==> src/core/olsc_params.svh <==
// Named offsets, field positions, reset values and timing figures of the
// open-loop start-up settings block. Definitions only; included by bare name.
`ifndef OLSC_PARAMS_SVH
`define OLSC_PARAMS_SVH

// Byte addresses on the register bus.
`define OLSC_ADDR_SETTINGS 8'h84
`define OLSC_ADDR_CTRL 8'h88
`define OLSC_ADDR_STATUS 8'h8C
`define OLSC_ADDR_FREQ 8'h90

// Settings register field positions.
`define OLSC_SRC_BIT 30
`define OLSC_DUTY_HI 29
`define OLSC_DUTY_LO 27
`define OLSC_THR_HI 26
`define OLSC_THR_LO 23
`define OLSC_A1_HI 22
`define OLSC_A1_LO 18
`define OLSC_A2_HI 17
`define OLSC_A2_LO 13
`define OLSC_HOF_HI 12
`define OLSC_HOF_LO 8
`define OLSC_AUTO_BIT 7
`define OLSC_FSEL_BIT 6
`define OLSC_MIN_HI 5
`define OLSC_MIN_LO 2
`define OLSC_WR_MASK 32'hFFFF_FFFC
`define OLSC_SETTINGS_RST 32'h0000_0000
`define OLSC_DUTY_RST 7'h0A

// Control register field positions.
`define OLSC_RUN_BIT 0
`define OLSC_GLIM_HI 7
`define OLSC_GLIM_LO 4
`define OLSC_IRATE_HI 11
`define OLSC_IRATE_LO 8
`define OLSC_CTRL_MASK 32'h0000_0FF1
`define OLSC_CTRL_RST 32'h0000_0000

// Acceleration codes and the no-limit figure.
`define OLSC_NOLIMIT_CODE 5'h1F
`define OLSC_NOLIMIT_MHZ 25'h1F3FC18
`define OLSC_SLOPE_LIMIT 36'h7A110BDC0
`define OLSC_SCALE 11'h3E8

// Ramp update period and clock rate.
`define OLSC_TICK_US 1000
`define OLSC_CLK_MHZ 25
`define OLSC_TICK_CYCLES (`OLSC_TICK_US * `OLSC_CLK_MHZ)

`endif

==> src/core/olsc_pkg.sv <==
// Types shared by the open-loop start-up settings block.
// Assumes the params header supplies all numeric figures.
package olsc_pkg;

   // Phase of the open-loop frequency ramp.
   typedef enum logic {PH_IDLE, PH_RAMP} olsc_phase_t;

   // Acceleration in milli-units (mHz/s or mHz/s2).
   typedef logic [24:0] olsc_accel_t;

   // Ramp slope in uHz/s and frequency in nHz.
   typedef logic [35:0] olsc_slope_t;
   typedef logic [47:0] olsc_freq_t;

endpackage

==> src/core/olsc_decode.sv <==
// Code-to-value decoders for the duty cap and both acceleration fields.
// Purely combinational; the parent registers every result it drives out.
`timescale 1ns/100ps
`include "olsc_params.svh"

module olsc_decode (
   input wire logic [2:0] duty_code,
   input wire logic [4:0] a1_code,
   input wire logic [4:0] a2_code,
   output logic [6:0] duty_pct,
   output olsc_pkg::olsc_accel_t a1_mhz,
   output olsc_pkg::olsc_accel_t a2_mhz
);
   import olsc_pkg::*;

   ////////////////////////////////////////////////////////////////////////
   // Both acceleration fields share one table, scaled by a thousand.
   function automatic olsc_accel_t accel_mhz(input logic [4:0] code);
      case (code)
         5'h00: accel_mhz = 25'h0000005;
         5'h01: accel_mhz = 25'h000000A;
         5'h02: accel_mhz = 25'h0000019;
         5'h03: accel_mhz = 25'h0000032;
         5'h04: accel_mhz = 25'h0000064;
         5'h05: accel_mhz = 25'h00000FA;
         5'h06: accel_mhz = 25'h00001F4;
         5'h07: accel_mhz = 25'h00003E8;
         5'h08: accel_mhz = 25'h00009C4;
         5'h09: accel_mhz = 25'h0001388;
         5'h0A: accel_mhz = 25'h0001D4C;
         5'h0B: accel_mhz = 25'h0002710;
         5'h0C: accel_mhz = 25'h00030D4;
         5'h0D: accel_mhz = 25'h0003A98;
         5'h0E: accel_mhz = 25'h0004E20;
         5'h0F: accel_mhz = 25'h0007530;
         5'h10: accel_mhz = 25'h0009C40;
         5'h11: accel_mhz = 25'h000C350;
         5'h12: accel_mhz = 25'h000EA60;
         5'h13: accel_mhz = 25'h00124F8;
         5'h14: accel_mhz = 25'h00186A0;
         5'h15: accel_mhz = 25'h001E848;
         5'h16: accel_mhz = 25'h00249F0;
         5'h17: accel_mhz = 25'h002AB98;
         5'h18: accel_mhz = 25'h0030D40;
         5'h19: accel_mhz = 25'h003D090;
         5'h1A: accel_mhz = 25'h00493E0;
         5'h1B: accel_mhz = 25'h0061A80;
         5'h1C: accel_mhz = 25'h007A120;
         5'h1D: accel_mhz = 25'h00B71B0;
         5'h1E: accel_mhz = 25'h00F4240;
         default: accel_mhz = `OLSC_NOLIMIT_MHZ;
      endcase
   endfunction

   ////////////////////////////////////////////////////////////////////////
   // Linear and second-order coefficients.
   always_comb begin
      a1_mhz = accel_mhz(a1_code);
      a2_mhz = accel_mhz(a2_code);
   end

   // Duty cap in whole percent.
   always_comb begin
      case (duty_code)
         3'h0: duty_pct = 7'h0A;
         3'h1: duty_pct = 7'h0F;
         3'h2: duty_pct = 7'h14;
         3'h3: duty_pct = 7'h19;
         3'h4: duty_pct = 7'h1E;
         3'h5: duty_pct = 7'h28;
         3'h6: duty_pct = 7'h32;
         default: duty_pct = 7'h64;
      endcase
   end

endmodule

==> src/core/olsc_top.sv <==
// Open-loop start-up settings register with its ramp generator.
// Assumes a classic Wishbone master on CLK and a sequencer that reads the
// decoded outputs; all inputs come from logic on the same clock.
//
// Notes on behaviour
// - Bit 30 selects the current-limit source; zero uses the open-loop threshold field.
// - Bit 30 set applies the general current limit during open loop instead.
// - Bits 29..27 cap open-loop duty: 10,15,20,25,30,40,50,100 percent.
// - Bits 26..23 give the threshold in 0.1 V steps; code zero is reserved.
// - Bits 22..18 give linear acceleration, 0.005 up to 1000 Hz/s.
// - Linear code 1F means no limit, carried as 32767 Hz/s.
// - Bits 17..13 give second-order acceleration, 0.005 up to 1000 Hz/s2.
// - Second-order code 1F means no limit, carried as 32767 Hz/s2.
// - Handoff uses the threshold field unless auto handoff is set.
// - First-cycle rate comes from its setting, or 0 Hz when select is set.
`timescale 1ns/100ps
`include "olsc_params.svh"

module olsc_top #(
   parameter int TICK_CYCLES = `OLSC_TICK_CYCLES
) (
   input wire logic CLK,
   input wire logic RST,
   input wire logic [7:0] ADR_I,
   input wire logic [31:0] DAT_I,
   input wire logic WE_I,
   input wire logic [3:0] SEL_I,
   input wire logic STB_I,
   input wire logic CYC_I,
   output logic [31:0] DAT_O,
   output logic ACK_O,
   output logic [6:0] DUTY_CAP_PCT,
   output logic [3:0] CURR_THR_DV,
   output logic CURR_THR_OK,
   output logic RAMP_ACTIVE,
   output olsc_pkg::olsc_slope_t SLOPE_UHZ,
   output olsc_pkg::olsc_freq_t FREQ_NHZ,
   output logic HANDOFF_AUTO,
   output logic [4:0] HANDOFF_CODE,
   output logic FIRST_RATE_ZERO,
   output logic [3:0] FIRST_RATE_CODE,
   output logic [3:0] MIN_DUTY_CODE
);
   import olsc_pkg::*;

   logic ack_q;
   logic [31:0] dat_q;
   logic [31:0] settings_q;
   logic [31:0] ctrl_q;
   logic bus_req;
   logic [31:0] rd_d;
   logic [6:0] duty_pct;
   olsc_accel_t a1_mhz;
   olsc_accel_t a2_mhz;
   olsc_phase_t phase_q;
   logic [31:0] tick_cnt_q;
   logic tick;
   olsc_slope_t slope_q;
   olsc_freq_t freq_q;
   logic [3:0] thr_d;
   logic nolimit;

   ////////////////////////////////////////////////////////////////////////
   // Byte-lane merge for writes; bits outside the mask stay untouched, but the settings mask keeps unused bit 31 writable.
   function automatic logic [31:0] merge(input logic [31:0] old_v,
                                         input logic [31:0] new_v,
                                         input logic [3:0] sel,
                                         input logic [31:0] mask);
      logic [31:0] lanes;
      lanes = {{8{sel[3]}}, {8{sel[2]}}, {8{sel[1]}}, {8{sel[0]}}} & mask;
      merge = (old_v & ~lanes) | (new_v & lanes);
   endfunction

   // Scales a milli-unit acceleration up to micro-units.
   function automatic olsc_slope_t to_micro(input olsc_accel_t v);
      to_micro = 36'(v * `OLSC_SCALE);
   endfunction

   ////////////////////////////////////////////////////////////////////////
   // Wishbone slave: one request is taken per cycle without ack high, so
   // ack comes one edge after the request and drops on the next edge.
   assign bus_req = CYC_I & STB_I & ~ack_q;

   always_ff @(posedge CLK or posedge RST) begin
      if (RST) begin
         ack_q <= 1'b0;
      end else begin
         ack_q <= bus_req;
      end
   end

   // Settings register; writes land on the same edge that raises ack.
   always_ff @(posedge CLK or posedge RST) begin
      if (RST) begin
         settings_q <= `OLSC_SETTINGS_RST;
      end else if (bus_req && WE_I && ADR_I == `OLSC_ADDR_SETTINGS) begin
         settings_q <= merge(settings_q, DAT_I, SEL_I, `OLSC_WR_MASK);
      end
   end

   // Control register: run bit, general current limit, first-cycle rate.
   always_ff @(posedge CLK or posedge RST) begin
      if (RST) begin
         ctrl_q <= `OLSC_CTRL_RST;
      end else if (bus_req && WE_I && ADR_I == `OLSC_ADDR_CTRL) begin
         ctrl_q <= merge(ctrl_q, DAT_I, SEL_I, `OLSC_CTRL_MASK);
      end
   end

   // Read mux; unmapped addresses read zero and still acknowledge.
   always_comb begin
      case (ADR_I)
         `OLSC_ADDR_SETTINGS: rd_d = settings_q & `OLSC_WR_MASK;
         `OLSC_ADDR_CTRL: rd_d = ctrl_q;
         `OLSC_ADDR_STATUS: rd_d = {31'h00000000, phase_q == PH_RAMP};
         `OLSC_ADDR_FREQ: rd_d = freq_q[47:16];
         default: rd_d = 32'h0000_0000;
      endcase
   end

   always_ff @(posedge CLK or posedge RST) begin
      if (RST) begin
         dat_q <= 32'h0000_0000;
      end else if (bus_req && !WE_I) begin
         dat_q <= rd_d;
      end
   end

   assign ACK_O = ack_q;
   assign DAT_O = dat_q;

   ////////////////////////////////////////////////////////////////////////
   // Field decoders.
   olsc_decode u_decode (
      .duty_code(settings_q[`OLSC_DUTY_HI:`OLSC_DUTY_LO]),
      .a1_code(settings_q[`OLSC_A1_HI:`OLSC_A1_LO]),
      .a2_code(settings_q[`OLSC_A2_HI:`OLSC_A2_LO]),
      .duty_pct(duty_pct),
      .a1_mhz(a1_mhz),
      .a2_mhz(a2_mhz)
   );

   // Current threshold source select; code zero is flagged as not usable.
   always_comb begin
      if (settings_q[`OLSC_SRC_BIT]) begin
         thr_d = ctrl_q[`OLSC_GLIM_HI:`OLSC_GLIM_LO];
      end else begin
         thr_d = settings_q[`OLSC_THR_HI:`OLSC_THR_LO];
      end
   end

   // Decoded limits are registered so the sequencer sees glitch-free levels.
   always_ff @(posedge CLK or posedge RST) begin
      if (RST) begin
         DUTY_CAP_PCT <= `OLSC_DUTY_RST;
         CURR_THR_DV <= 4'h0;
         CURR_THR_OK <= 1'b0;
      end else begin
         DUTY_CAP_PCT <= duty_pct;
         CURR_THR_DV <= thr_d;
         CURR_THR_OK <= (thr_d != 4'h0);
      end
   end

   // Handoff, first-cycle and minimum-duty fields passed to the sequencer.
   always_ff @(posedge CLK or posedge RST) begin
      if (RST) begin
         HANDOFF_AUTO <= 1'b0;
         HANDOFF_CODE <= 5'h00;
         FIRST_RATE_ZERO <= 1'b0;
         FIRST_RATE_CODE <= 4'h0;
         MIN_DUTY_CODE <= 4'h0;
      end else begin
         HANDOFF_AUTO <= settings_q[`OLSC_AUTO_BIT];
         HANDOFF_CODE <= settings_q[`OLSC_HOF_HI:`OLSC_HOF_LO];
         FIRST_RATE_ZERO <= settings_q[`OLSC_FSEL_BIT];
         FIRST_RATE_CODE <= settings_q[`OLSC_FSEL_BIT] ? 4'h0 :
                            ctrl_q[`OLSC_IRATE_HI:`OLSC_IRATE_LO];
         MIN_DUTY_CODE <= settings_q[`OLSC_MIN_HI:`OLSC_MIN_LO];
      end
   end

   ////////////////////////////////////////////////////////////////////////
   // Ramp phase follows the run bit; clearing it stops and clears the ramp.
   always_ff @(posedge CLK or posedge RST) begin
      if (RST) begin
         phase_q <= PH_IDLE;
      end else begin
         case (phase_q)
            PH_IDLE: if (ctrl_q[`OLSC_RUN_BIT]) phase_q <= PH_RAMP;
            PH_RAMP: if (!ctrl_q[`OLSC_RUN_BIT]) phase_q <= PH_IDLE;
            default: phase_q <= PH_IDLE;
         endcase
      end
   end

   // Millisecond tick; a parameter so simulation can shorten it.
   always_ff @(posedge CLK or posedge RST) begin
      if (RST) begin
         tick_cnt_q <= 32'h0000_0000;
      end else if (phase_q != PH_RAMP || tick) begin
         tick_cnt_q <= 32'h0000_0000;
      end else begin
         tick_cnt_q <= tick_cnt_q + 32'h0000_0001;
      end
   end

   assign tick = (phase_q == PH_RAMP) && (tick_cnt_q == 32'(TICK_CYCLES - 1));
   assign nolimit = (settings_q[`OLSC_A1_HI:`OLSC_A1_LO] == `OLSC_NOLIMIT_CODE) ||
                    (settings_q[`OLSC_A2_HI:`OLSC_A2_LO] == `OLSC_NOLIMIT_CODE);

   // Slope in uHz/s: starts at the linear term and gains the second-order
   // term each millisecond, since mHz/s2 over 1 ms is exactly uHz/s.
   // Saturation at the limit keeps a long ramp from wrapping.
   always_ff @(posedge CLK or posedge RST) begin
      if (RST) begin
         slope_q <= 36'h000000000;
      end else if (phase_q != PH_RAMP) begin
         slope_q <= to_micro(a1_mhz);
      end else if (nolimit) begin
         slope_q <= `OLSC_SLOPE_LIMIT;
      end else if (tick) begin
         if (slope_q + to_micro(25'(a2_mhz)) / `OLSC_SCALE >= `OLSC_SLOPE_LIMIT ||
             slope_q + 36'(a2_mhz) >= `OLSC_SLOPE_LIMIT) begin
            slope_q <= `OLSC_SLOPE_LIMIT;
         end else begin
            slope_q <= slope_q + 36'(a2_mhz);
         end
      end
   end

   // Frequency in nHz: uHz/s over 1 ms adds exactly the slope figure.
   always_ff @(posedge CLK or posedge RST) begin
      if (RST) begin
         freq_q <= 48'h000000000000;
      end else if (phase_q != PH_RAMP) begin
         freq_q <= 48'h000000000000;
      end else if (tick) begin
         freq_q <= freq_q + 48'(slope_q);
      end
   end

   // Ramp state out to the sequencer.
   always_ff @(posedge CLK or posedge RST) begin
      if (RST) begin
         RAMP_ACTIVE <= 1'b0;
         SLOPE_UHZ <= 36'h000000000;
         FREQ_NHZ <= 48'h000000000000;
      end else begin
         RAMP_ACTIVE <= (phase_q == PH_RAMP);
         SLOPE_UHZ <= slope_q;
         FREQ_NHZ <= freq_q;
      end
   end

endmodule

==> config.mk <==
export PLATFORM = sky130hd
export DESIGN_NAME = olsc_top
export DESIGN_NICKNAME = d
export VERILOG_FILES = /design/src/core/olsc_pkg.sv /design/src/core/olsc_decode.sv /design/src/core/olsc_top.sv
export VERILOG_INCLUDE_DIRS = /design/src /design/src/core
export SDC_FILE = /design/constraint.sdc
export NUM_CORES = 1
export LEC_CHECK = 0
export BUFFER_PORTS_ARGS = -buffer_cell sky130_fd_sc_hd__buf_2
export CAP_MARGIN = 10
export CORE_UTILIZATION = 60
export CTS_CLUSTER_SIZE = 25
export DETAILED_ROUTE_END_ITERATION = 8
export PLACE_DENSITY = 0.83
export RECOVER_POWER = 25
export SETUP_SLACK_MARGIN = 0.1
export SLEW_MARGIN = 20
export SYNTH_ARGS = -nofsm -noshare
export SYNTH_HDL_FRONTEND = slang
export SYNTH_SLANG_ARGS = --single-unit
==> constraint.sdc <==
create_clock -name CLK -period 45.4 [get_ports CLK]
set_input_delay 6.81 -clock CLK [delete_from_list [all_inputs] [get_ports CLK]]
set_output_delay 6.81 -clock CLK [all_outputs]
set_load 0.02 [all_outputs]
==> results.toml <==
[yosys]
seq_area_frac_synth_pct = 24.7
netlist_instances = 3459
synth-main-ff-cell = "dfrtp_1"
synth-adder-area-share_pct = 19.1
async_flop_share_pct = 100
synthMuxAreaShare_pct = 4.08
yosys.area_share.simple_pct = 15.7
synth_warnings = 0
ys_types = 134
syn_nets = 3876
ys_seq_elements = 301
syn-cell-area_um2 = 30500
synth_edf_count = 0
synth_top_family_by_area = "compound AO/OA/AOI/OAI gates"
synthXorXnorAreaFrac_pct = 7.39
synth_compound_area_share_pct = 23.7
avgSynthCellArea_um2 = 8.82

[final_layout]
syn_to_final_growth_pct = 7.74
drive_above_1_share_pct = 11.8
fin_cells = 4258
ff_latch_area_um2 = 7530
fillCellCount = 3958
multi_input_area_um2 = 21400
nets = 3981

[sta]
rsz0062_at_grt = "no"
post-route-period-util_pct = 75.4
fmax_mhz = 29.2
slew_headroom_pct = -248
setup_tns_ps = 0
slew_violations = 157
final_hold_viol_count = 0
setup_violations = 0
clock_skew_ps = 24.8
final.min_clock_period_ps = 34220
tightest_slew_ps = 5190

[status]
violations = "max-capacitance violations, max-slew violations"
outcome = "finished, violations left"

[clocking]
ctsResizeCount = 0
insertion_delay_ps = 580
cts_tree = "done"
cts_htree_levels = 1
hold_buffers = 0
clkSlewWorstSetupHoldPaths_ps = 80
cts_setup_buffers = 0
clockBufferDepth = 3
root_buffer = "clkbuf_16"
cts.sinks = 301
numCtsBuffers = 27

[route]
ant_nets = 0
vias = 26900
dr_wl_met2_um = 38600
drc = 0
drt-met1-wl_um = 34900
dr.pass1.iters = 6
drt_iter0_markers = 3068
routed_wl_um = 81500
dr.max_layer_used = "met5"
vias_per_cell = 6.32
routedWlPerCell_um = 19.2
routed-wl-met3_um = 5440

[worst_setup_path]
arrival_ps = 34670
start_kind = "flip-flop"
crit_slowest_cell = "o31ai_1"
worstSetupEndpointType = "flip-flop"
r2r_cells = 116
critical_path_class = "reg -> reg"
crit_top_cell = "a21oi_1"
reg2reg_to = "slope_q[18]$_DFFE_PP0P_"
critPathMaxStageDelay_ps = 930
rrSetupSlack_ps = 11180
critPathMaxFanout = 17
crit_required_ps = 45850

[flow_run]
drv_cap = 2

[global_route]
grt.overflow.total = 0
grt_max_degree = 185
antenna_found_initial = 1
grt_pass1_wl_um = 133000
grt.total_usage_pct = 31.8
grt_pass1_vias = 25900

[floorplanning]
die_y_um = 228
num_rows = 82
die_area_um2 = 51800
io_pins = 194
die_width_um = 228
start_util_pct = 60.8
core_um2 = 50200

[worst_hold_path]
whs_endpoint = "MIN_DUTY_CODE[2]$_DFF_PP0_"
min_path_type = "reg -> reg"
hold_path_depth = 0

[placed_design]
dp_cells = 4207
hpwl_um = 61000
io_buffers = 192
gp_congestion = 0.935
==> worst max-delay path by stage <==
stage	to	cells past startpoint	start	slack [ps]
6_report	slope_q[18]$_DFFE_PP0P_	116	flip-flop	11180
5_1_grt	slope_q[31]$_DFFE_PP0P_	117	flip-flop	8770
4_1_cts	slope_q[18]$_DFFE_PP0P_	117	flip-flop	11330
3_5_place_dp	slope_q[18]$_DFFE_PP0P_	117	flip-flop	11420
3_3_place_gp	slope_q[18]$_DFFE_PP0P_	116	flip-flop	11940
2_1_floorplan	slope_q[34]$_DFFE_PP0P_	125	flip-flop	17920
==> placed cells by master (no fill, tap or decap), drive strengths merged, types with 12 or more instances in the layout <==
master  instances
a31o           12
o211ai         37
o31a           13
nor4           23
nand2         271
a22o           16
a211oi         29
nand3          92
a211o          13
or2            16
and4           12
nor2          267
xnor2         171
clkbuf         39
ha            216
o31ai          31
nand2b         28
or3            34
dfrtp         299
o21a           67
inv           269
o22ai          25
mux2           54
nand4          37
and3           25
o21ai         201
or4            13
a21oi         228
nor3           60
nor2b          47
mux2i          63
xor2           83
fa            152
a21o           62
a31oi          45
buf           215
o311ai         15
a22oi          38
and2           27
o21bai         43
==> per-stage QoR <==
step,utilization [%],instance area [um2],hold slack [ps],worst slack (ps)
after floorplan,-,30500,370,17920
after global placement,63.7,32000,383,11940
after detailed placement,63.7,32000,387,11420
after CTS,65.6,32900,401,11330
after global routing,65.5,32900,419,8770
final,65.5,32900,410,11180
==> cell families (layout without fill, tap and decap cells) <==
kind of cell	Yosys count	count (layout)
adders and majority gates	376	376
other	1	2
xor gates and xnor gates	254	254
and+or+nand+nor	980	980
muxes	117	117
DFF	301	301
buffers and inverters	414	540
AOI/OAI and AO/OA	1016	1016
==> final cells by class <==
class,instances,share of cell area [%]
diodes,1,0.00761
clock inverters,14,0.590
inverters,272,3.12
clock buffers,36,2.28
well taps,672,2.56
multi-input cells,2744,65.0
repair buffers,218,3.52
flip-flops and latches,301,22.9
==> Yosys cell counts, drive strengths merged, types with 15 or more instances <==
master  number  share of area (%)
dfrtp      299                 25
nand2      271                3.4
inv        269                3.3
nor2       267                3.4
a21oi      228                4.0
ha         216                8.9
o21ai      201                3.4
xnor2      171                5.0
fa         152                 10
clkbuf      96                1.2
nand3       92                1.5
xor2        83                2.4
o21a        67                1.7
mux2i       63                2.1
a21o        62                1.5
nor3        60                1.0
mux2        54                2.0
nor2b       47               0.96
buf         46               0.77
a31oi       45                1.0
o21bai      43                1.1
a22oi       38                1.0
nand4       37               0.78
o211ai      37               0.98
or3         34               0.71
o31ai       31               0.93
a211oi      29               0.82
nand2b      28               0.57
and2        27               0.55
and3        25               0.51
o22ai       25               0.57
nor4        23               0.49
a22o        16               0.46
or2         16               0.33
o311ai      15               0.48
==> worst max-delay path, delay by kind of cell, from the launching register on <==
family          cells  cell delay (ps)
fa+ha+maj           8             3700
buf+inv             7             1640
simple gates       21             3210
mux                 4             1760
compound gates     74            21750
flops               1              830
xor+xnor            2             1160
==> layer usage <==
layer  up-vias  GRT usage, %
met3       177          3.77
met1     13000          43.1
met5         -             0
li1      12700             -
met2      1048          52.8
met4         2          10.4
Power is not shown: default switching activity piles up to over one toggle a cycle in this logic, so the estimate is an artifact.
